### config.mk
export PLATFORM = sky130hd
export DESIGN_NAME = ecpp_core
export DESIGN_NICKNAME = d
export VERILOG_FILES = /design/src/design/ecpp_pkg.sv /design/src/design/ecpp_core.sv /design/src/design/ecpp_fifo.sv /design/src/design/ecpp_sync_edge.sv
export SDC_FILE = /design/constraint.sdc
export NUM_CORES = 1
export LEC_CHECK = 0
export BUFFER_PORTS_ARGS = -buffer_cell sky130_fd_sc_hd__buf_4
export CAP_MARGIN = 25
export CELL_PAD_IN_SITES_DETAIL_PLACEMENT = 1
export CELL_PAD_IN_SITES_GLOBAL_PLACEMENT = 1
export CORE_ASPECT_RATIO = 1.25
export CORE_UTILIZATION = 54
export DETAILED_ROUTE_END_ITERATION = 8
export PLACE_DENSITY_LB_ADDON = 0.1
export RECOVER_POWER = 25
export REMOVE_ABC_BUFFERS = 1
export SLEW_MARGIN = 20
export SYNTH_ARGS = -nofsm -noshare
export SYNTH_HDL_FRONTEND = slang
export SYNTH_SLANG_ARGS = --single-unit
export TNS_END_PERCENT = 5
### constraint.sdc
create_clock -name clk_sys -period 6.31 [get_ports clk_sys]
set_input_delay 0.9465 -clock clk_sys [delete_from_list [all_inputs] [get_ports clk_sys]]
set_output_delay 0.9465 -clock clk_sys [all_outputs]
set_load 0.01 [all_outputs]
### src/design/ecpp_pkg.sv
package ecpp_pkg;

    // Register offsets, low bank and high bank (A10 set)
    localparam logic [10:0] ECPP_OFS_DATA = 11'h000;
    localparam logic [10:0] ECPP_OFS_STATUS = 11'h001;
    localparam logic [10:0] ECPP_OFS_CONTROL = 11'h002;
    localparam logic [10:0] ECPP_OFS_EADDR = 11'h003;
    localparam logic [10:0] ECPP_OFS_EDATA = 11'h004;
    localparam logic [10:0] ECPP_OFS_FIFO = 11'h400;
    localparam logic [10:0] ECPP_OFS_CHCFG = 11'h401;
    localparam logic [10:0] ECPP_OFS_ECTRL = 11'h402;

    // Control register fields
    localparam int ECPP_CTL_STROBE = 0;
    localparam int ECPP_CTL_LFEED = 1;
    localparam int ECPP_CTL_INIT = 2;
    localparam int ECPP_CTL_SELECT = 3;
    localparam int ECPP_CTL_ACKIE = 4;
    localparam int ECPP_CTL_DIR = 5;

    // Extended control fields
    localparam int ECPP_ECR_EMPTY = 0;
    localparam int ECPP_ECR_FULL = 1;
    localparam int ECPP_ECR_SVC = 2;
    localparam int ECPP_ECR_DMAEN = 3;
    localparam int ECPP_ECR_ERRIE = 4;
    localparam int ECPP_ECR_MODE_LO = 5;

    // Reset values
    // Standard mode, service and error interrupts off, FIFO empty
    localparam logic [7:0] ECPP_ECTRL_RST = 8'h15;
    localparam logic [7:0] ECPP_CONTROL_RST = 8'h04;
    localparam logic [5:0] ECPP_CHCFG_RST = 6'h0B;

    // Capability register: one-byte words, spare transmit byte, pulsed irqs
    localparam logic [7:0] ECPP_CAPCFG = 8'h94;

    // Fixed depth, service threshold, word size
    localparam int ECPP_FIFO_DEPTH = 16;
    localparam int ECPP_FIFO_THRESH = 8;
    localparam int ECPP_WORD_BYTES = 1;

    // Reference clock and strobe timing
    localparam int ECPP_CLK_HZ = 40000000;
    localparam int ECPP_STROBE_NS = 500;
    localparam int ECPP_STROBE_CYC = (ECPP_STROBE_NS * (ECPP_CLK_HZ / 1000000) + 999) / 1000;

    // Port modes from extended control bits 7:5
    typedef enum logic [2:0]
    {
        ECPP_MODE_STD = 3'b000,
        ECPP_MODE_BIDIR = 3'b001,
        ECPP_MODE_CFIFO = 3'b010,
        ECPP_MODE_EXT = 3'b011,
        ECPP_MODE_ENH = 3'b100,
        ECPP_MODE_RSVD = 3'b101,
        ECPP_MODE_TEST = 3'b110,
        ECPP_MODE_CFG = 3'b111
    } ecpp_mode_type;

endpackage

### src/design/ecpp_core.sv
`timescale 1ns/10ps
`default_nettype none

module ecpp_core
(
    // System
    input wire logic clk_sys,
    input wire logic rst_n,
    // Host I/O bus
    input wire logic cs_n,
    input wire logic ior_n,
    input wire logic iow_n,
    input wire logic [10:0] addr,
    input wire logic [7:0] host_din,
    output logic [7:0] host_dout,
    output logic host_doe_n,
    // Host interrupt lines, active low
    output logic irq5_n,
    output logic irq7_n,
    output logic irq9_n,
    // Host DMA channels
    output logic [3:1] dma_req,
    input wire logic [3:1] dma_ack_n,
    input wire logic term_count,
    // Peripheral data lines
    input wire logic [7:0] periph_data_lines_in,
    output logic [7:0] periph_data_lines_out,
    output logic periph_data_lines_oe_n,
    // Peripheral control outputs, active low
    output logic strobe_out_n,
    output logic line_feed_out_n,
    output logic init_out_n,
    output logic select_out_n,
    // Peripheral status inputs
    input wire logic fault_in_n,
    input wire logic selected_in,
    input wire logic busy_in,
    input wire logic accept_in_n,
    input wire logic media_absent_in,
    // Direction indicator
    output logic direction_indicator
);
    import ecpp_pkg::*;

    // Registers
    logic [7:0] data_r;
    logic [7:0] control_r;
    logic [7:0] ectrl_r;
    logic [5:0] chcfg_r;
    logic [7:0] pout_r;
    logic strobe_r;
    logic [7:0] scnt_r;
    logic dma_act_r;
    ecpp_mode_type mode;
    logic dir;
    logic drive_ok;
    logic wr_pulse;
    logic rd_act;
    logic hit_data, hit_ctl, hit_fifo, hit_chcfg, hit_ectrl;
    logic fifo_mode;
    logic f_in_valid, f_in_ready, f_out_valid, f_out_ready;
    logic [8:0] f_out_data;
    logic [4:0] f_level;
    logic full_flag, empty_flag;
    logic svc_hit;
    logic ack_irq;
    logic irq_pulse_n;
    logic irq_line_n;

    assign mode = ecpp_mode_type'(ectrl_r[7:5]);
    assign fifo_mode = (mode == ECPP_MODE_CFIFO) || (mode == ECPP_MODE_EXT)
        || (mode == ECPP_MODE_TEST);

    ////////////////////////////////////////////////////////////////
    // Address decode; chip select gates everything
    assign hit_data = !cs_n && addr == ECPP_OFS_DATA;
    assign hit_ctl = !cs_n && addr == ECPP_OFS_CONTROL;
    assign hit_fifo = !cs_n && addr == ECPP_OFS_FIFO;
    assign hit_chcfg = !cs_n && addr == ECPP_OFS_CHCFG
        && mode == ECPP_MODE_CFG;
    assign hit_ectrl = !cs_n && addr == ECPP_OFS_ECTRL;
    assign rd_act = !cs_n && !ior_n;

    // Trailing edge of the write strobe commits the write
    ecpp_sync_edge u_wr_edge
    (
        .clk_sys(clk_sys),
        .rst_n(rst_n),
        .strobe_n(iow_n),
        .rise(wr_pulse)
    );

    // Write data is held by the host until after the trailing edge;
    // the value last sampled while the strobe was low is used on the rise cycle
    logic [7:0] wdat_r;
    logic [10:0] wadr_r;
    logic wcs_r;

    // Capture address and data while the strobe is low
    always_ff @(posedge clk_sys or negedge rst_n)
    begin
        if (!rst_n)
        begin
            wdat_r <= 8'h00;
            wadr_r <= 11'h000;
            wcs_r <= 1'b0;
        end
        else if (!iow_n)
        begin
            wdat_r <= host_din;
            wadr_r <= addr;
            wcs_r <= !cs_n;
        end
    end

    logic w_data, w_ctl, w_fifo, w_chcfg, w_ectrl;
    assign w_data = wr_pulse && wcs_r && wadr_r == ECPP_OFS_DATA;
    assign w_ctl = wr_pulse && wcs_r && wadr_r == ECPP_OFS_CONTROL;
    assign w_fifo = wr_pulse && wcs_r && wadr_r == ECPP_OFS_FIFO;
    assign w_chcfg = wr_pulse && wcs_r && wadr_r == ECPP_OFS_CHCFG
        && mode == ECPP_MODE_CFG;
    assign w_ectrl = wr_pulse && wcs_r && wadr_r == ECPP_OFS_ECTRL;

    ////////////////////////////////////////////////////////////////
    // Data register, only in modes 000/001
    always_ff @(posedge clk_sys or negedge rst_n)
    begin
        if (!rst_n)
            data_r <= 8'h00;
        else if (w_data && (mode == ECPP_MODE_STD || mode == ECPP_MODE_BIDIR))
            data_r <= wdat_r;
    end

    // Control register; direction written only in mode 001
    always_ff @(posedge clk_sys or negedge rst_n)
    begin
        if (!rst_n)
            control_r <= ECPP_CONTROL_RST;
        else if (w_ctl)
        begin
            control_r[4:0] <= wdat_r[4:0];
            if (mode == ECPP_MODE_BIDIR)
                control_r[ECPP_CTL_DIR] <= wdat_r[ECPP_CTL_DIR];
        end
    end

    // Extended control: mode field free only from 000/001
    always_ff @(posedge clk_sys or negedge rst_n)
    begin
        if (!rst_n)
            ectrl_r <= ECPP_ECTRL_RST;
        else
        begin
            if (w_ectrl)
            begin
                ectrl_r[4:3] <= wdat_r[4:3];
                ectrl_r[ECPP_ECR_SVC] <= wdat_r[ECPP_ECR_SVC];
                if (mode == ECPP_MODE_STD || mode == ECPP_MODE_BIDIR
                    || wdat_r[7:6] == 2'b00)
                    ectrl_r[7:5] <= wdat_r[7:5];
            end
            // Service event sets the disable bit; set wins over write
            if (svc_hit)
                ectrl_r[ECPP_ECR_SVC] <= 1'b1;
        end
    end

    // Channel configuration (irq/dma selection)
    always_ff @(posedge clk_sys or negedge rst_n)
    begin
        if (!rst_n)
            chcfg_r <= ECPP_CHCFG_RST;
        else if (w_chcfg)
            chcfg_r <= {wdat_r[5:3], 1'b0, wdat_r[1:0]};
    end

    ////////////////////////////////////////////////////////////////
    // Direction: forced out in 000/010; kept otherwise
    assign dir = (mode == ECPP_MODE_STD || mode == ECPP_MODE_CFIFO)
        ? 1'b0 : control_r[ECPP_CTL_DIR];
    assign direction_indicator = dir;
    // Standard and compat-fifo modes always drive
    assign drive_ok = (mode == ECPP_MODE_STD || mode == ECPP_MODE_CFIFO) || !dir;
    assign periph_data_lines_oe_n = !drive_ok;

    ////////////////////////////////////////////////////////////////
    // FIFO path: 9-bit entries, tag in bit 8; one byte per entry
    logic fifo_wr_ok;
    logic [8:0] f_in_data;
    assign fifo_wr_ok = (mode == ECPP_MODE_CFIFO || mode == ECPP_MODE_EXT
        || mode == ECPP_MODE_TEST);
    assign f_in_valid = (w_fifo && fifo_wr_ok)
        || (w_data && mode == ECPP_MODE_EXT);
    // Address writes tag low, data writes tag high
    assign f_in_data = {!(w_data && mode == ECPP_MODE_EXT), wdat_r};

    ecpp_fifo
    #(
        .WIDTH(9),
        .DEPTH(ECPP_FIFO_DEPTH)
    )
    u_fifo
    (
        .clk_sys(clk_sys),
        .rst_n(rst_n),
        .flush(!fifo_mode),
        .in_valid(f_in_valid),
        .in_ready(f_in_ready),
        .in_data(f_in_data),
        .out_valid(f_out_valid),
        .out_ready(f_out_ready),
        .out_data(f_out_data),
        .level(f_level)
    );

    // Full counts FIFO only; the transmit byte is extra
    assign full_flag = fifo_mode && !f_in_ready;
    assign empty_flag = !fifo_mode || !f_out_valid;

    ////////////////////////////////////////////////////////////////
    // Transmit stage: one byte loaded, strobed, acknowledged
    typedef enum logic [1:0]
    {
        ECPP_TX_IDLE = 2'b00,
        ECPP_TX_SETUP = 2'b01,
        ECPP_TX_STROBE = 2'b10,
        ECPP_TX_WAIT = 2'b11
    } ecpp_tx_type;
    ecpp_tx_type tx_r;

    // Byte leaves FIFO into transmit stage; no decompression
    assign f_out_ready = (tx_r == ECPP_TX_IDLE) && !dir
        && mode != ECPP_MODE_TEST;

    // Handshake engine timed by reference clock
    always_ff @(posedge clk_sys or negedge rst_n)
    begin
        if (!rst_n)
        begin
            tx_r <= ECPP_TX_IDLE;
            pout_r <= 8'h00;
            strobe_r <= 1'b0;
            scnt_r <= 8'h00;
        end
        else
        begin
            case (tx_r)
                ECPP_TX_IDLE:
                begin
                    strobe_r <= 1'b0;
                    if (f_out_valid && f_out_ready)
                    begin
                        pout_r <= f_out_data[7:0];
                        tx_r <= ECPP_TX_SETUP;
                    end
                end
                ECPP_TX_SETUP:
                    // Wait for the peripheral to be ready
                    if (!busy_in)
                    begin
                        strobe_r <= 1'b1;
                        scnt_r <= 8'(ECPP_STROBE_CYC);
                        tx_r <= ECPP_TX_STROBE;
                    end
                ECPP_TX_STROBE:
                    if (scnt_r <= 8'h01)
                    begin
                        strobe_r <= 1'b0;
                        tx_r <= ECPP_TX_WAIT;
                    end
                    else
                        scnt_r <= scnt_r - 8'h01;
                ECPP_TX_WAIT:
                    // Byte done once busy drops or accept pulses
                    if (!busy_in || !accept_in_n)
                        tx_r <= ECPP_TX_IDLE;
                default:
                    tx_r <= ECPP_TX_IDLE;
            endcase
        end
    end

    ////////////////////////////////////////////////////////////////
    // Peripheral outputs: data register in standard modes
    assign periph_data_lines_out = fifo_mode ? pout_r : data_r;
    assign strobe_out_n = !(control_r[ECPP_CTL_STROBE] || strobe_r);
    assign line_feed_out_n = !control_r[ECPP_CTL_LFEED];
    assign init_out_n = control_r[ECPP_CTL_INIT];
    assign select_out_n = !control_r[ECPP_CTL_SELECT];

    ////////////////////////////////////////////////////////////////
    // Service events: threshold for programmed I/O, TC for DMA
    logic thresh_ok;
    assign thresh_ok = dir ? (f_level >= 5'(ECPP_FIFO_THRESH))
        : (5'(ECPP_FIFO_DEPTH) - f_level >= 5'(ECPP_FIFO_THRESH));
    assign svc_hit = fifo_mode && !ectrl_r[ECPP_ECR_SVC]
        && (ectrl_r[ECPP_ECR_DMAEN] ? term_count : thresh_ok);

    // Service pulse and level acknowledge interrupt
    logic pulse_r;
    always_ff @(posedge clk_sys or negedge rst_n)
    begin
        if (!rst_n)
            pulse_r <= 1'b0;
        else
            pulse_r <= svc_hit;
    end
    assign ack_irq = control_r[ECPP_CTL_ACKIE] && !accept_in_n;
    assign irq_line_n = !(pulse_r || ack_irq);

    // Route to one line per channel config
    assign irq5_n = (chcfg_r[5:3] == 3'b111) ? irq_line_n : 1'b1;
    assign irq9_n = (chcfg_r[5:3] == 3'b010) ? irq_line_n : 1'b1;
    assign irq7_n = (chcfg_r[5:3] != 3'b111 && chcfg_r[5:3] != 3'b010)
        ? irq_line_n : 1'b1;
    assign irq_pulse_n = !pulse_r;

    // DMA request held until acknowledge
    logic [1:0] ch;
    assign ch = chcfg_r[1:0];
    always_ff @(posedge clk_sys or negedge rst_n)
    begin
        if (!rst_n)
            dma_act_r <= 1'b0;
        else
            dma_act_r <= fifo_mode && ectrl_r[ECPP_ECR_DMAEN]
                && !ectrl_r[ECPP_ECR_SVC] && f_in_ready && !dir;
    end
    assign dma_req[1] = dma_act_r && ch == 2'b01 && dma_ack_n[1];
    assign dma_req[2] = dma_act_r && ch == 2'b10 && dma_ack_n[2];
    assign dma_req[3] = dma_act_r && (ch == 2'b00 || ch == 2'b11) && dma_ack_n[3];

    ////////////////////////////////////////////////////////////////
    // Read mux; data read is pass-through of the pins
    always_comb
    begin
        host_dout = 8'h00;
        if (hit_data)
            host_dout = periph_data_lines_in;
        else if (!cs_n && addr == ECPP_OFS_STATUS)
            host_dout = {!busy_in, accept_in_n, media_absent_in, selected_in,
                fault_in_n, 3'b111};
        else if (hit_ctl)
            host_dout = {2'b00, dir, control_r[4], !select_out_n,
                init_out_n, !line_feed_out_n, !strobe_out_n};
        else if (hit_fifo && mode == ECPP_MODE_CFG)
            host_dout = ECPP_CAPCFG;
        else if (hit_fifo && (mode == ECPP_MODE_EXT || mode == ECPP_MODE_TEST))
            host_dout = f_out_data[7:0];
        else if (hit_chcfg)
            host_dout = {1'b1, !irq_line_n, chcfg_r};
        else if (hit_ectrl)
            host_dout = {ectrl_r[7:2], full_flag, empty_flag};
    end
    assign host_doe_n = !rd_act;

    ////////////////////////////////////////////////////////////////
    // Checks
    // Cycles from the second strobe cycle to the first idle one
    localparam int STB_END = ECPP_STROBE_CYC - 1;

    mode_after_reset_a: assert property (@(posedge clk_sys)
        $rose(rst_n) |-> mode == ECPP_MODE_STD && !dir)
        else $error("mode not standard after reset");
    dir_indicator_a: assert property (@(posedge clk_sys) disable iff (!rst_n)
        direction_indicator == dir && (!dir || periph_data_lines_oe_n))
        else $error("direction indicator mismatch");
    std_drive_a: assert property (@(posedge clk_sys) disable iff (!rst_n)
        (mode == ECPP_MODE_STD || mode == ECPP_MODE_CFIFO)
        |-> !periph_data_lines_oe_n && !dir)
        else $error("data lines not driven in output mode");
    data_capture_a: assert property (@(posedge clk_sys) disable iff (!rst_n)
        (w_data && mode == ECPP_MODE_STD) |=> data_r == $past(wdat_r))
        else $error("data register missed write");
    data_hold_a: assert property (@(posedge clk_sys) disable iff (!rst_n)
        (!w_data && mode == ECPP_MODE_STD) |=> $stable(data_r))
        else $error("data register changed without write");
    mode_lock_a: assert property (@(posedge clk_sys) disable iff (!rst_n)
        (mode == ECPP_MODE_ENH && w_ectrl && wdat_r[7:6] != 2'b00)
        |=> mode == ECPP_MODE_ENH)
        else $error("mode changed illegally");
    strobe_width_a: assert property (@(posedge clk_sys) disable iff (!rst_n)
        $rose(strobe_r) |-> strobe_r [*2] ##[STB_END:STB_END] !strobe_r)
        else $error("strobe width wrong");
    data_read_a: assert property (@(posedge clk_sys) disable iff (!rst_n)
        hit_data |-> host_dout == periph_data_lines_in)
        else $error("data read not pass-through");
    svc_clear_a: assert property (@(posedge clk_sys) disable iff (!rst_n)
        svc_hit |=> ectrl_r[ECPP_ECR_SVC] && !irq_pulse_n ##1 irq_pulse_n)
        else $error("service interrupt not single pulse");
    chcfg_guard_a: assert property (@(posedge clk_sys) disable iff (!rst_n)
        (wr_pulse && mode != ECPP_MODE_CFG) |=> $stable(chcfg_r))
        else $error("channel config written outside mode");

    fifo_send_c: cover property (@(posedge clk_sys) disable iff (!rst_n)
        mode == ECPP_MODE_CFIFO && $rose(strobe_r));
    fifo_full_c: cover property (@(posedge clk_sys) disable iff (!rst_n)
        full_flag);
    bidir_in_c: cover property (@(posedge clk_sys) disable iff (!rst_n)
        $rose(direction_indicator));
    enh_mode_c: cover property (@(posedge clk_sys) disable iff (!rst_n)
        mode == ECPP_MODE_ENH);

endmodule

`default_nettype wire

### src/design/ecpp_fifo.sv
`timescale 1ns/10ps
`default_nettype none

module ecpp_fifo
#(
    parameter int WIDTH = 9,
    parameter int DEPTH = 16
)
(
    // Clock and reset
    input wire logic clk_sys,
    input wire logic rst_n,
    input wire logic flush,
    // Fill side
    input wire logic in_valid,
    output logic in_ready,
    input wire logic [WIDTH-1:0] in_data,
    // Drain side
    output logic out_valid,
    input wire logic out_ready,
    output logic [WIDTH-1:0] out_data,
    // Level
    output logic [$clog2(DEPTH):0] level
);

    localparam int AW = $clog2(DEPTH);

    // Storage array
    logic [WIDTH-1:0] mem_r [DEPTH];
    logic [AW-1:0] wr_ptr_r;
    logic [AW-1:0] rd_ptr_r;
    logic [AW:0] count_r;
    logic push;
    logic pop;

    assign in_ready = (count_r != DEPTH[AW:0]);
    assign out_valid = (count_r != '0);
    assign out_data = mem_r[rd_ptr_r];
    assign level = count_r;
    assign push = in_valid && in_ready;
    assign pop = out_valid && out_ready;

    ////////////////////////////////////////////////////////////////
    // Write into the array
    always_ff @(posedge clk_sys)
    begin
        if (push)
            mem_r[wr_ptr_r] <= in_data;
    end

    // Pointers and occupancy; flush drops everything
    always_ff @(posedge clk_sys or negedge rst_n)
    begin
        if (!rst_n)
        begin
            wr_ptr_r <= '0;
            rd_ptr_r <= '0;
            count_r <= '0;
        end
        else if (flush)
        begin
            wr_ptr_r <= '0;
            rd_ptr_r <= '0;
            count_r <= '0;
        end
        else
        begin
            if (push)
                wr_ptr_r <= wr_ptr_r + 1'b1;
            if (pop)
                rd_ptr_r <= rd_ptr_r + 1'b1;
            if (push && !pop)
                count_r <= count_r + 1'b1;
            else if (pop && !push)
                count_r <= count_r - 1'b1;
        end
    end

endmodule

`default_nettype wire

### src/design/ecpp_sync_edge.sv
`timescale 1ns/10ps
`default_nettype none

module ecpp_sync_edge
(
    // Clock and reset
    input wire logic clk_sys,
    input wire logic rst_n,
    // Strobe in, active low
    input wire logic strobe_n,
    // Trailing-edge pulse
    output logic rise
);

    // Previous strobe level
    logic prev_r;

    ////////////////////////////////////////////////////////////////
    // Strobe is synchronous, so a single stage finds the rising edge
    always_ff @(posedge clk_sys or negedge rst_n)
    begin
        if (!rst_n)
            prev_r <= 1'b1;
        else
            prev_r <= strobe_n;
    end

    assign rise = strobe_n && !prev_r;

endmodule

`default_nettype wire

# == After elaboration in Yosys (flattened, before gate mapping) ==
# Memories as Yosys holds them, arrays and structs flattened.
# Index checks and enable logic that the tools add are counted.
# classes
n_eq_ne,34
reduce_logical,90
mux,36
addsub,6
n_lt_le_gt_ge,3
# op_table
operator,n
$mux 8,10
$eq 11x11->1 const B,6
$logic_and 1x1->1,42
$eq 11x2->1 const B,2
$logic_not 11->1,2
$logic_not 1->1,19
$mux 4,4
$pmux 8 s2,1
$mux 5,3
$logic_or 1x1->1,13
$mux 1,12
$eq 11x1->1 const B,1
$ge 5x4->1 const B,2
$eq 3x2->1 const B,3
$eq 3x3->1 const B,3
$add 4x1->4 const B,2
$eq 2x2->1 const B,4
$le 8x1->1 const B,1
$mux 2,4
$ne 2x2->1 const B,4
$pmux 2 s4,1
$sub 8x1->8 const B,1
$logic_not 2->1,3
$ne 2x1->1 const B,3
other kinds (17),23
# word_totals
mem_bits_rw,144
ff_bits,80
elab_cells,190
out_inout_bits,29
inputBits,41
n_memories,1
# mem_list
memory,depth,width,rd,rd_clocked_by_memory_dff,wr,line,source
u_fifo.mem_r,16,9,1,0,1,ecpp_fifo.sv:29,logic [WIDTH-1:0] mem_r [DEPTH];

# == Depth between registers and ports, before layout ==
# Gate-level depths: netlist of run 1.
# logic_depth
depth_word,12
mapped_depth,12
depth_no_buf,12

# == By module ==
# A second synthesis of run 1 with hierarchy kept.
# hier_totals
hier_cells,672
area_unflattened_um2,10191.0
# modules_own_cells
mod,area_per_inst_um2,cells_per_inst,seq_area_each_um2,n_inst
ecpp_fifo,6448.7,314,4649.5,1
ecpp_core,3702.3,356,1659.1,1
ecpp_sync_edge,40.0,2,26.3,1

# == Worst setup path after synthesis of run 1 ==
# No wires, ideal clock.
# synth_path
path_type,input-to-reg
start,input iow_n
end,"register u_fifo.count_r[4], in the netlist u_fifo.level[4]"
path_buffers,0
cell_stages,10
t_arrival_ns,3.031
setup_slack_ns,3.153
t_required_ns,6.184
setup_ns,0.126
cell_sequence,and4bb_2 > nand4b_2 > nor3_4 > nand2_1 > fa_1 > a21o_1 > a21oi_1 > and3_1 > mux2i_1 > mux2i_1
# synth_via
elab_chain_len,9
elab_cells_between_ends,14
classes_between,eq/ne: 1; mux: 2; reduce/logical: 11
# synth_lines
element,line,source
start: declaration,ecpp_core.sv:12,"input wire logic iow_n,"
$logic_and 1x1->1 (*),ecpp_sync_edge.sv:28,assign rise = strobe_n && !prev_r;
$logic_and 1x1->1 (*),"ecpp_core.sv:117, ecpp_core.sv:119",
"$logic_and 1x1->1, on equally long branches","ecpp_core.sv:119, ecpp_core.sv:117",
"$logic_and 1x1->1, on equally long branches","ecpp_core.sv:192, ecpp_core.sv:193",
$logic_or 1x1->1 (*),ecpp_core.sv:193,|| (w_data && mode == ECPP_MODE_EXT);
$logic_and 1x1->1 (*),ecpp_fifo.sv:40,assign push = in_valid && in_ready;
$logic_not 1->1 or $logic_and 1x1->1 (tied branches),"ecpp_fifo.sv:74, ecpp_fifo.sv:72",
$logic_and 1x1->1 or $mux 5 (tied branches),"ecpp_fifo.sv:74, ecpp_fifo.sv:72",
$ne 3x1->1 (no source line) or $mux 5 (tied branches),n/a,
end signal: assignment,ecpp_fifo.sv:73,count_r <= count_r + 1'b1;
end signal: assignment,ecpp_fifo.sv:75,count_r <= count_r - 1'b1;
end: declaration,ecpp_fifo.sv:32,logic [AW:0] count_r;
# Mark *: on every way between the ends. The rest lies on a longest branch, timed or not.
# A chain may end at the register's enable or synchronous reset.

# == Worst setup path in the final report of run 1 ==
# Same ends and word-level chain as after synthesis.

==> flow_results.xml, run 1 <==
<?xml version="1.0" encoding="UTF-8"?>
<metrics>
  <group name="run_status">
    <metric name="run_status" unit="">complete, no violations</metric>
  </group>
  <group name="clock_tree">
    <metric name="numClockSinks" unit="">208</metric>
    <metric name="clock_insertion_delay_worst_skew" unit="ps">480</metric>
    <metric name="post_cts_resize_count" unit="">0</metric>
    <metric name="cts.clk_slew.worst_paths" unit="ps">60</metric>
    <metric name="cts_inserted_buffers" unit="">21</metric>
    <metric name="tritoncts" unit="">built</metric>
    <metric name="clk_root_buffer_cell" unit="">sky130_fd_sc_hd__clkbuf_16</metric>
    <metric name="cts_hold_buffers" unit="">0</metric>
    <metric name="max-clock-path-buffers" unit="">3</metric>
    <metric name="ctsHtreeMaxLevel" unit="">1</metric>
    <metric name="cts_setup_buffers" unit="">0</metric>
  </group>
  <group name="synth">
    <metric name="synth_seq_area_share" unit="%">62.17</metric>
    <metric name="synth_ff_type" unit="">sky130_fd_sc_hd__edfxtp_1</metric>
    <metric name="yosys_warnings" unit="">0</metric>
    <metric name="synth.avg_cell_area" unit="um2">13.89</metric>
    <metric name="ys_async_sr_fraction" unit="%">38.46</metric>
    <metric name="synth_edf_count" unit="">128</metric>
    <metric name="syn_area" unit="um2">9417</metric>
    <metric name="syn_inst" unit="">678</metric>
    <metric name="netlist-cell-type-count" unit="">62</metric>
    <metric name="synth-seq-cells" unit="">208</metric>
  </group>
  <group name="drt">
    <metric name="drt-vias-per-instance" unit="">6.024</metric>
    <metric name="routed_wl" unit="um">23880</metric>
    <metric name="vias" unit="">5910</metric>
    <metric name="first_iter_violations" unit="">335</metric>
    <metric name="drtAntennaViolNets" unit="">0</metric>
    <metric name="wl_per_cell" unit="um">24.34</metric>
    <metric name="drt_first_pass_iters" unit="">4</metric>
    <metric name="drc" unit="">0</metric>
  </group>
  <group name="worst_hold_path">
    <metric name="holdPathStages" unit="">2</metric>
    <metric name="timing.hold.worst.start" unit="">ectrl_r[4]</metric>
    <metric name="worstHoldEndpoint" unit="">ectrl_r[4]</metric>
    <metric name="hold_path.class" unit="">flop to flop</metric>
  </group>
  <group name="cells_and_area">
    <metric name="non_filler_cells_in_the_finished_layout" unit="">981</metric>
    <metric name="final_core_util" unit="%">63.99</metric>
    <metric name="nFillCells" unit="">1627</metric>
    <metric name="design.final.nets" unit="">809</metric>
    <metric name="area_growth" unit="%">14.91</metric>
    <metric name="insertedDiodeCount" unit="">0</metric>
    <metric name="post_route_cells_drive_above_1_share" unit="%">27.07</metric>
  </group>
  <group name="place">
    <metric name="placed_cells_incl_taps" unit="">943</metric>
    <metric name="globalplace.congestion" unit="">0.8766</metric>
    <metric name="place.detailed.hpwl" unit="um">16380</metric>
    <metric name="dpl_worst_slack" unit="ps">2431</metric>
    <metric name="numPortBuffers" unit="">69</metric>
  </group>
  <group name="global_route">
    <metric name="groute.usage.overall" unit="%">28.06</metric>
    <metric name="grt_overflow_total" unit="">0</metric>
    <metric name="grt_antenna_before_repair" unit="">0</metric>
    <metric name="first_global_vias" unit="">6479</metric>
    <metric name="grt_max_degree" unit="">58</metric>
    <metric name="grt_pass1_wl" unit="um">37120</metric>
  </group>
  <group name="timing">
    <metric name="drv_slew" unit="">0</metric>
    <metric name="worstMarginPinSlew" unit="ps">1354</metric>
    <metric name="rsz0062_at_grt" unit="">no</metric>
    <metric name="final-hold-violation-count" unit="">0</metric>
    <metric name="layout_worst_path_cycle_share" unit="%">63.65</metric>
    <metric name="timing.final.crit_period" unit="ps">4016</metric>
    <metric name="finalSetupTns" unit="ps">0</metric>
    <metric name="slew-limit-headroom" unit="%">9.720</metric>
    <metric name="postLayoutSetupSlackWorst" unit="ps">2294</metric>
    <metric name="timing_limited_maximum_frequency" unit="MHz">249.0</metric>
    <metric name="setup_viol" unit="">0</metric>
    <metric name="worst_clock_skew" unit="ps">10.03</metric>
  </group>
  <group name="setup_path">
    <metric name="worstSetupEndpointType" unit="">flop</metric>
    <metric name="path_class" unit="">primary input to flop</metric>
    <metric name="critPathRequiredTime" unit="ps">6720</metric>
    <metric name="timing.reg2reg.setup_slack" unit="ps">2690</metric>
    <metric name="worst_r2r_endpoint" unit="">u_fifo.level[4]</metric>
    <metric name="cp_max_fo" unit="">24</metric>
    <metric name="r2r-start" unit="">u_fifo.level[0]</metric>
    <metric name="crit_arrival" unit="ps">4430</metric>
    <metric name="r2r.worst_path.cells" unit="">11</metric>
    <metric name="timing.critical_path.from_type" unit="">primary input</metric>
  </group>
  <group name="die">
    <metric name="die-width" unit="um">120.1</metric>
    <metric name="area_of_the_placeable_core" unit="um2">16910</metric>
    <metric name="pin_count" unit="">70</metric>
    <metric name="area_of_the_die" unit="um2">17970</metric>
    <metric name="initial_utilization" unit="%">55.69</metric>
    <metric name="die_h" unit="um">149.6</metric>
    <metric name="std_cell_rows" unit="">53</metric>
  </group>
  <group name="power">
    <metric name="static-leakage-power" unit="uW">0.004189</metric>
    <metric name="vdd_drop_max" unit="mV">0.2821</metric>
    <metric name="power.density" unit="nW/um2">288.1</metric>
  </group>
  <group name="job">
    <metric name="timing.max_cap.violations" unit="">0</metric>
  </group>
</metrics>
[cell families (layout without fill, tap and decap cells)]
group	Yosys count	in the layout	synth area share [%]
mux	91	91	14.67
compound gates	75	75	4.916
buf+inv	46	129	2.179
flops	208	208	62.17
xor+xnor	15	15	1.475
fa+ha+maj	21	21	2.870
simple gates	222	222	11.72
[critical path, stage by stage]
cell	delay, ps
sky130_fd_sc_hd__clkbuf_1	820
sky130_fd_sc_hd__and4bb_2	420
sky130_fd_sc_hd__nand4b_2	160
sky130_fd_sc_hd__nor3_4	460
sky130_fd_sc_hd__nand2_1	270
sky130_fd_sc_hd__fa_1	480
sky130_fd_sc_hd__a21o_1	200
sky130_fd_sc_hd__a21oi_1	190
sky130_fd_sc_hd__a21oi_1	60
sky130_fd_sc_hd__mux2i_1	210
sky130_fd_sc_hd__mux2i_1	200
[state kept, by name (all words and copies together) (netlist names)]
register          flops
wdat_r                8
strobe_r              1
tx_r                  2
scnt_r                8
pulse_r               1
u_fifo.level          5
wadr_r               11
u_wr_edge.prev_r      1
pout_r                8
u_fifo.rd_ptr_r       4
wcs_r                 1
chcfg_r               5
u_fifo.wr_ptr_r       4
dma_act_r             1
ectrl_r               6
init_out_n            1
u_fifo.mem_r        128
control_r             5
data_r                8
[routing by layer]
layer	share of wire (%)	GRT usage (%)
met5	0	0
met4	3.1	10.31
met3	3.9	4.192
met2	54	51.61
met1	39	33.02
[per-stage QoR]
stage	instance area (um2)	hold slack (ps)	total power (uW)
floorplan	9279	434.6	1782
global placement	10100	441.9	1887
detailed placement	10110	447.1	1914
CTS	10800	359.7	3142
global route	10820	483.9	3221
finish	10820	456.0	3117
[worst max-delay path by stage]
stage	slack, ps	depth (start not counted)	start	end
after floorplan	2890	5	u_fifo.rd_ptr_r[0]	host_dout[6]
after global placement	2590	11	iow_n	u_fifo.level[4]
after detailed placement	2430	11	iow_n	u_fifo.level[4]
after CTS	2170	6	u_fifo.rd_ptr_r[0]	host_dout[6]
after global routing	2000	11	iow_n	u_fifo.level[4]
final	2290	11	iow_n	u_fifo.level[4]
[power breakdown]
part	internal (uW)	switching (uW)	leakage [uW]
Clock	741	495	0.000345
Combinational	129	161	0.00167
Sequential	1510	82.2	0.00217
[synth_stat cells, types with 4 or more instances]
master | instances | area [um2]
sky130_fd_sc_hd__inv_1 | 17 | 63.81
sky130_fd_sc_hd__xnor2_1 | 9 | 78.83
sky130_fd_sc_hd__dfrtp_1 | 73 | 1827
sky130_fd_sc_hd__buf_2 | 8 | 40.04
sky130_fd_sc_hd__nor2b_1 | 9 | 56.30
sky130_fd_sc_hd__a31oi_1 | 4 | 25.02
sky130_fd_sc_hd__nand3_1 | 22 | 110.1
sky130_fd_sc_hd__mux4_2 | 33 | 743.2
sky130_fd_sc_hd__o21ai_0 | 28 | 140.1
sky130_fd_sc_hd__edfxtp_1 | 128 | 3844
sky130_fd_sc_hd__clkbuf_1 | 13 | 48.80
sky130_fd_sc_hd__nor3_1 | 12 | 60.06
sky130_fd_sc_hd__nand3b_1 | 4 | 30.03
sky130_fd_sc_hd__and3_1 | 9 | 56.30
sky130_fd_sc_hd__nand2b_1 | 4 | 25.02
sky130_fd_sc_hd__mux2i_1 | 12 | 120.1
sky130_fd_sc_hd__nand2_1 | 88 | 330.3
sky130_fd_sc_hd__ha_1 | 20 | 250.2
sky130_fd_sc_hd__a221oi_1 | 5 | 43.79
sky130_fd_sc_hd__a21oi_1 | 13 | 65.06
sky130_fd_sc_hd__nor2_1 | 47 | 176.4
sky130_fd_sc_hd__dfstp_2 | 7 | 183.9
sky130_fd_sc_hd__mux2_2 | 45 | 506.7
sky130_fd_sc_hd__xor2_1 | 5 | 43.79
sky130_fd_sc_hd__a22oi_1 | 6 | 45.04
[placed cells by master, fill, tap and decap left out, types with 5 or more instances in the layout]
| cell type | synthesis | layout |
|---|---|---|
| sky130_fd_sc_hd__a21oi_1 | 13 | 13 |
| sky130_fd_sc_hd__a221oi_1 | 5 | 5 |
| sky130_fd_sc_hd__a22oi_1 | 6 | 6 |
| sky130_fd_sc_hd__and3_1 | 9 | 9 |
| sky130_fd_sc_hd__buf_4 | 2 | 71 |
| sky130_fd_sc_hd__clkbuf_1 | 13 | 5 |
| sky130_fd_sc_hd__clkbuf_16 | 0 | 21 |
| sky130_fd_sc_hd__clkinv_2 | 0 | 5 |
| sky130_fd_sc_hd__dfrtp_1 | 73 | 72 |
| sky130_fd_sc_hd__dfstp_2 | 7 | 7 |
| sky130_fd_sc_hd__edfxtp_1 | 128 | 128 |
| sky130_fd_sc_hd__ha_1 | 20 | 20 |
| sky130_fd_sc_hd__inv_1 | 17 | 17 |
| sky130_fd_sc_hd__mux2_2 | 45 | 45 |
| sky130_fd_sc_hd__mux2i_1 | 12 | 12 |
| sky130_fd_sc_hd__mux4_2 | 33 | 33 |
| sky130_fd_sc_hd__nand2_1 | 88 | 88 |
| sky130_fd_sc_hd__nand3_1 | 22 | 22 |
| sky130_fd_sc_hd__nor2_1 | 47 | 47 |
| sky130_fd_sc_hd__nor2b_1 | 9 | 9 |
| sky130_fd_sc_hd__nor3_1 | 12 | 9 |
| sky130_fd_sc_hd__o21ai_0 | 28 | 28 |
| sky130_fd_sc_hd__xnor2_1 | 9 | 9 |
| sky130_fd_sc_hd__xor2_1 | 5 | 5 |
[layout make-up]
class | instances | area, um2 | share of cell area [%]
sequential | 208 | 5856 | 54.12
multi-input combinational | 424 | 3372 | 31.16
clock buffer | 28 | 591.8 | 5.469
timing repair buffer | 74 | 560.5 | 5.180
tap | 220 | 275.3 | 2.544
clock inverter | 9 | 97.59 | 0.9019
inverter | 18 | 67.56 | 0.6244
Power figures use the tool's default switching activity.
==> run 2, diff against run 1 <==
--- a/config.mk
+++ b/config.mk
@@ -10,7 +10,7 @@
 export CELL_PAD_IN_SITES_DETAIL_PLACEMENT = 1
 export CELL_PAD_IN_SITES_GLOBAL_PLACEMENT = 1
 export CORE_ASPECT_RATIO = 1.25
-export CORE_UTILIZATION = 54
+export CORE_UTILIZATION = 45
 export DETAILED_ROUTE_END_ITERATION = 8
 export PLACE_DENSITY_LB_ADDON = 0.1
 export RECOVER_POWER = 25
==> constraint.sdc (replaced) <==
create_clock -name clk_sys -period 3.39 [get_ports clk_sys]
set_input_delay 0.5085 -clock clk_sys [delete_from_list [all_inputs] [get_ports clk_sys]]
set_output_delay 0.5085 -clock clk_sys [all_outputs]
set_load 0.01 [all_outputs]
==> run 2 against run 1 <==
The run now ends with capacitance limit left. Via count barely moved. Global-route usage fell by 4.3 points. Largest power group unchanged. Worst setup slack got worse by 2100 ps. Sequential cell count did not move. Critical path depth fell by 4. Cell count rose by 7.7%. Core utilization fell by 9.8 points. Clock power rose by 75%. Sequential power rose by 86%.
==> flow_results.xml, run 2 (synthesis results as in run 1) <==
<?xml version="1.0" encoding="UTF-8"?>
<metrics>
  <group name="run_status">
    <metric name="run_status" unit="">finished, violations left</metric>
    <metric name="failing_checks" unit="">capacitance limit</metric>
  </group>
  <group name="global_route">
    <metric name="first_global_vias" unit="">6477</metric>
    <metric name="grt_max_degree" unit="">58</metric>
    <metric name="grt_overflow_total" unit="">0</metric>
    <metric name="groute.usage.overall" unit="%">23.76</metric>
    <metric name="grt_pass1_wl" unit="um">38190</metric>
    <metric name="grt_antenna_before_repair" unit="">0</metric>
  </group>
  <group name="timing">
    <metric name="drv_slew" unit="">0</metric>
    <metric name="timing_limited_maximum_frequency" unit="MHz">308.7</metric>
    <metric name="worstMarginPinSlew" unit="ps">1497</metric>
    <metric name="final-hold-violation-count" unit="">0</metric>
    <metric name="postLayoutSetupSlackWorst" unit="ps">150.2</metric>
    <metric name="worst_clock_skew" unit="ps">8.836</metric>
    <metric name="rsz0062_at_grt" unit="">no</metric>
    <metric name="layout_worst_path_cycle_share" unit="%">95.57</metric>
    <metric name="timing.final.crit_period" unit="ps">3240</metric>
    <metric name="setup_viol" unit="">0</metric>
    <metric name="slew-limit-headroom" unit="%">0.1953</metric>
    <metric name="finalSetupTns" unit="ps">0</metric>
  </group>
  <group name="power">
    <metric name="power.density" unit="nW/um2">515.4</metric>
    <metric name="share_clk_of_total_power" unit="%">38.3</metric>
    <metric name="power.sequential.fraction" unit="%">52.2</metric>
    <metric name="power.share.switching" unit="%">24.37</metric>
    <metric name="net-switching-power" unit="uW">1382</metric>
    <metric name="combPwrFrac" unit="%">9.5</metric>
    <metric name="pint" unit="uW">4290</metric>
    <metric name="static-leakage-power" unit="uW">0.004274</metric>
    <metric name="vdd_drop_max" unit="mV">0.5410</metric>
  </group>
  <group name="die">
    <metric name="std_cell_rows" unit="">58</metric>
    <metric name="die_h" unit="um">163.7</metric>
    <metric name="area_of_the_placeable_core" unit="um2">20320</metric>
    <metric name="die-width" unit="um">131.4</metric>
    <metric name="initial_utilization" unit="%">46.34</metric>
    <metric name="area_of_the_die" unit="um2">21510</metric>
    <metric name="pin_count" unit="">70</metric>
  </group>
  <group name="cells_and_area">
    <metric name="area_growth" unit="%">16.88</metric>
    <metric name="most-common-layout-cells" unit="">128 x sky130_fd_sc_hd__edfxtp_1, 94 x sky130_fd_sc_hd__buf_4, 88 x sky130_fd_sc_hd__nand2_1, 71 x sky130_fd_sc_hd__dfrtp_1, 47 x sky130_fd_sc_hd__nor2_1</metric>
    <metric name="largest-register" unit="">u_fifo.mem_r</metric>
    <metric name="insertedDiodeCount" unit="">0</metric>
    <metric name="largest_reg_flops" unit="">128</metric>
    <metric name="top_regs" unit="">u_fifo.mem_r: 128 flops, wadr_r: 11 flops</metric>
    <metric name="design.final.nets" unit="">835</metric>
    <metric name="final_common_cell" unit="">sky130_fd_sc_hd__edfxtp_1</metric>
    <metric name="post_route_cells_drive_above_1_share" unit="%">28.84</metric>
    <metric name="final_core_util" unit="%">54.16</metric>
  </group>
  <group name="drt">
    <metric name="first_iter_violations" unit="">304</metric>
    <metric name="drt-vias-per-instance" unit="">5.592</metric>
    <metric name="drt_first_pass_iters" unit="">4</metric>
    <metric name="vias" unit="">5911</metric>
    <metric name="wl_per_cell" unit="um">23.33</metric>
    <metric name="drc" unit="">0</metric>
    <metric name="routed_wl" unit="um">24660</metric>
    <metric name="drtAntennaViolNets" unit="">0</metric>
  </group>
  <group name="clock_tree">
    <metric name="tritoncts" unit="">built</metric>
    <metric name="max-clock-path-buffers" unit="">3</metric>
    <metric name="clk_root_buffer_cell" unit="">sky130_fd_sc_hd__clkbuf_16</metric>
    <metric name="numClockSinks" unit="">208</metric>
    <metric name="cts_inserted_buffers" unit="">21</metric>
    <metric name="cts_hold_buffers" unit="">0</metric>
    <metric name="ctsHtreeMaxLevel" unit="">1</metric>
    <metric name="clock_insertion_delay_worst_skew" unit="ps">490</metric>
    <metric name="cts_setup_buffers" unit="">0</metric>
    <metric name="cts.clk_slew.worst_paths" unit="ps">60</metric>
  </group>
  <group name="place">
    <metric name="numPortBuffers" unit="">69</metric>
    <metric name="globalplace.congestion" unit="">0.8667</metric>
    <metric name="place.detailed.hpwl" unit="um">17880</metric>
    <metric name="dpl_worst_slack" unit="ps">377.6</metric>
  </group>
  <group name="setup_path">
    <metric name="r2r.worst_path.cells" unit="">11</metric>
    <metric name="timing.critical_path.from_type" unit="">flop</metric>
    <metric name="path_class" unit="">flop to primary output</metric>
    <metric name="crit_arrival" unit="ps">2730</metric>
    <metric name="cp_max_fo" unit="">12</metric>
    <metric name="critPathRequiredTime" unit="ps">2880</metric>
    <metric name="worstSetupEndpointType" unit="">primary output</metric>
  </group>
  <group name="job">
    <metric name="timing.max_cap.violations" unit="">1</metric>
  </group>
  <group name="worst_hold_path">
    <metric name="holdPathStages" unit="">2</metric>
    <metric name="hold_path.class" unit="">primary input to flop</metric>
  </group>
</metrics>
run 2: changes by cell type in the layout (fill, tap and decap cells not counted), moves of 2 or more:
cell	previous run	this run
sky130_fd_sc_hd__buf_4	71	94
sky130_fd_sc_hd__clkbuf_1	5	7
sky130_fd_sc_hd__clkbuf_8	4	1
sky130_fd_sc_hd__clkinv_1	2	4
sky130_fd_sc_hd__clkinvlp_4	0	2
sky130_fd_sc_hd__nor3_1	9	12
sky130_fd_sc_hd__nor3_2	4	1
run 2: power groups by stage:
| stage | clock [uW] | sequential, uW | combinational (uW) |
|---|---|---|---|
| 2_1_floorplan | 0 | 2950 | 368 |
| 3_3_place_gp | 0 | 3000 | 517 |
| 3_5_place_dp | 0 | 3010 | 547 |
| 4_1_cts | 2220 | 2960 | 549 |
| 5_1_grt | 2310 | 2980 | 613 |
| 6_report | 2170 | 2960 | 538 |
run 2: per-stage QoR:
step                      cell area (um2)  hold WS (ps)  cells  total power (uW)
after floorplan                      9279         212.9    650              3316
after global placement              10370         446.7   1020              3517
after detailed placement            10370         456.3   1020              3560
after CTS                           11010         112.3   1057              5735
after global routing                11010         235.3   1057              5903
final                               11010         234.2   1057              5672
run 2: area by class of cell:
class	count	area (um2)
timing repair buffer	100	740.7
clock inverter	11	85.08
clock buffer	26	554.3
multi-input combinational	424	3363
tap	270	337.8
inverter	18	67.56
fill	2032	9314
sequential	208	5857
run 2: path summary, 6_finish.rpt:
path | startpoint | end | slack [ps]
max | u_fifo.rd_ptr_r[0] | host_dout[7] | 150
min | cs_n | wcs_r | 230
max reg2reg | u_fifo.level[0] | u_fifo.level[4] | 330
min reg2reg | ectrl_r[4] | ectrl_r[4] | 460
max in group asynchronous | rst_n | u_fifo.rd_ptr_r[1] | 1600
min in group asynchronous | rst_n | scnt_r[3] | 380
run 2: metal layers:
metal | GRT usage [%] | part of all wire [%]
met5 | 0 | 0
met4 | 6.924 | 2.4
met3 | 2.901 | 4.5
met2 | 44.34 | 53
met1 | 28.89 | 40
run 2: worst max-delay path, cell delays in order, from the launching register on:
cell                      delay (ps)
sky130_fd_sc_hd__dfrtp_2         580
sky130_fd_sc_hd__buf_6           270
sky130_fd_sc_hd__mux4_2          530
sky130_fd_sc_hd__a22oi_1         240
sky130_fd_sc_hd__nand3_1         240
sky130_fd_sc_hd__nand2_1         150
sky130_fd_sc_hd__a21oi_1          70
sky130_fd_sc_hd__buf_4           160
run 2: repair_timing:
item,4_1_cts,5_1_grt
setup endpoints to repair,0,7
endpoints found under the hold margin,0,0
resized for setup,0,3
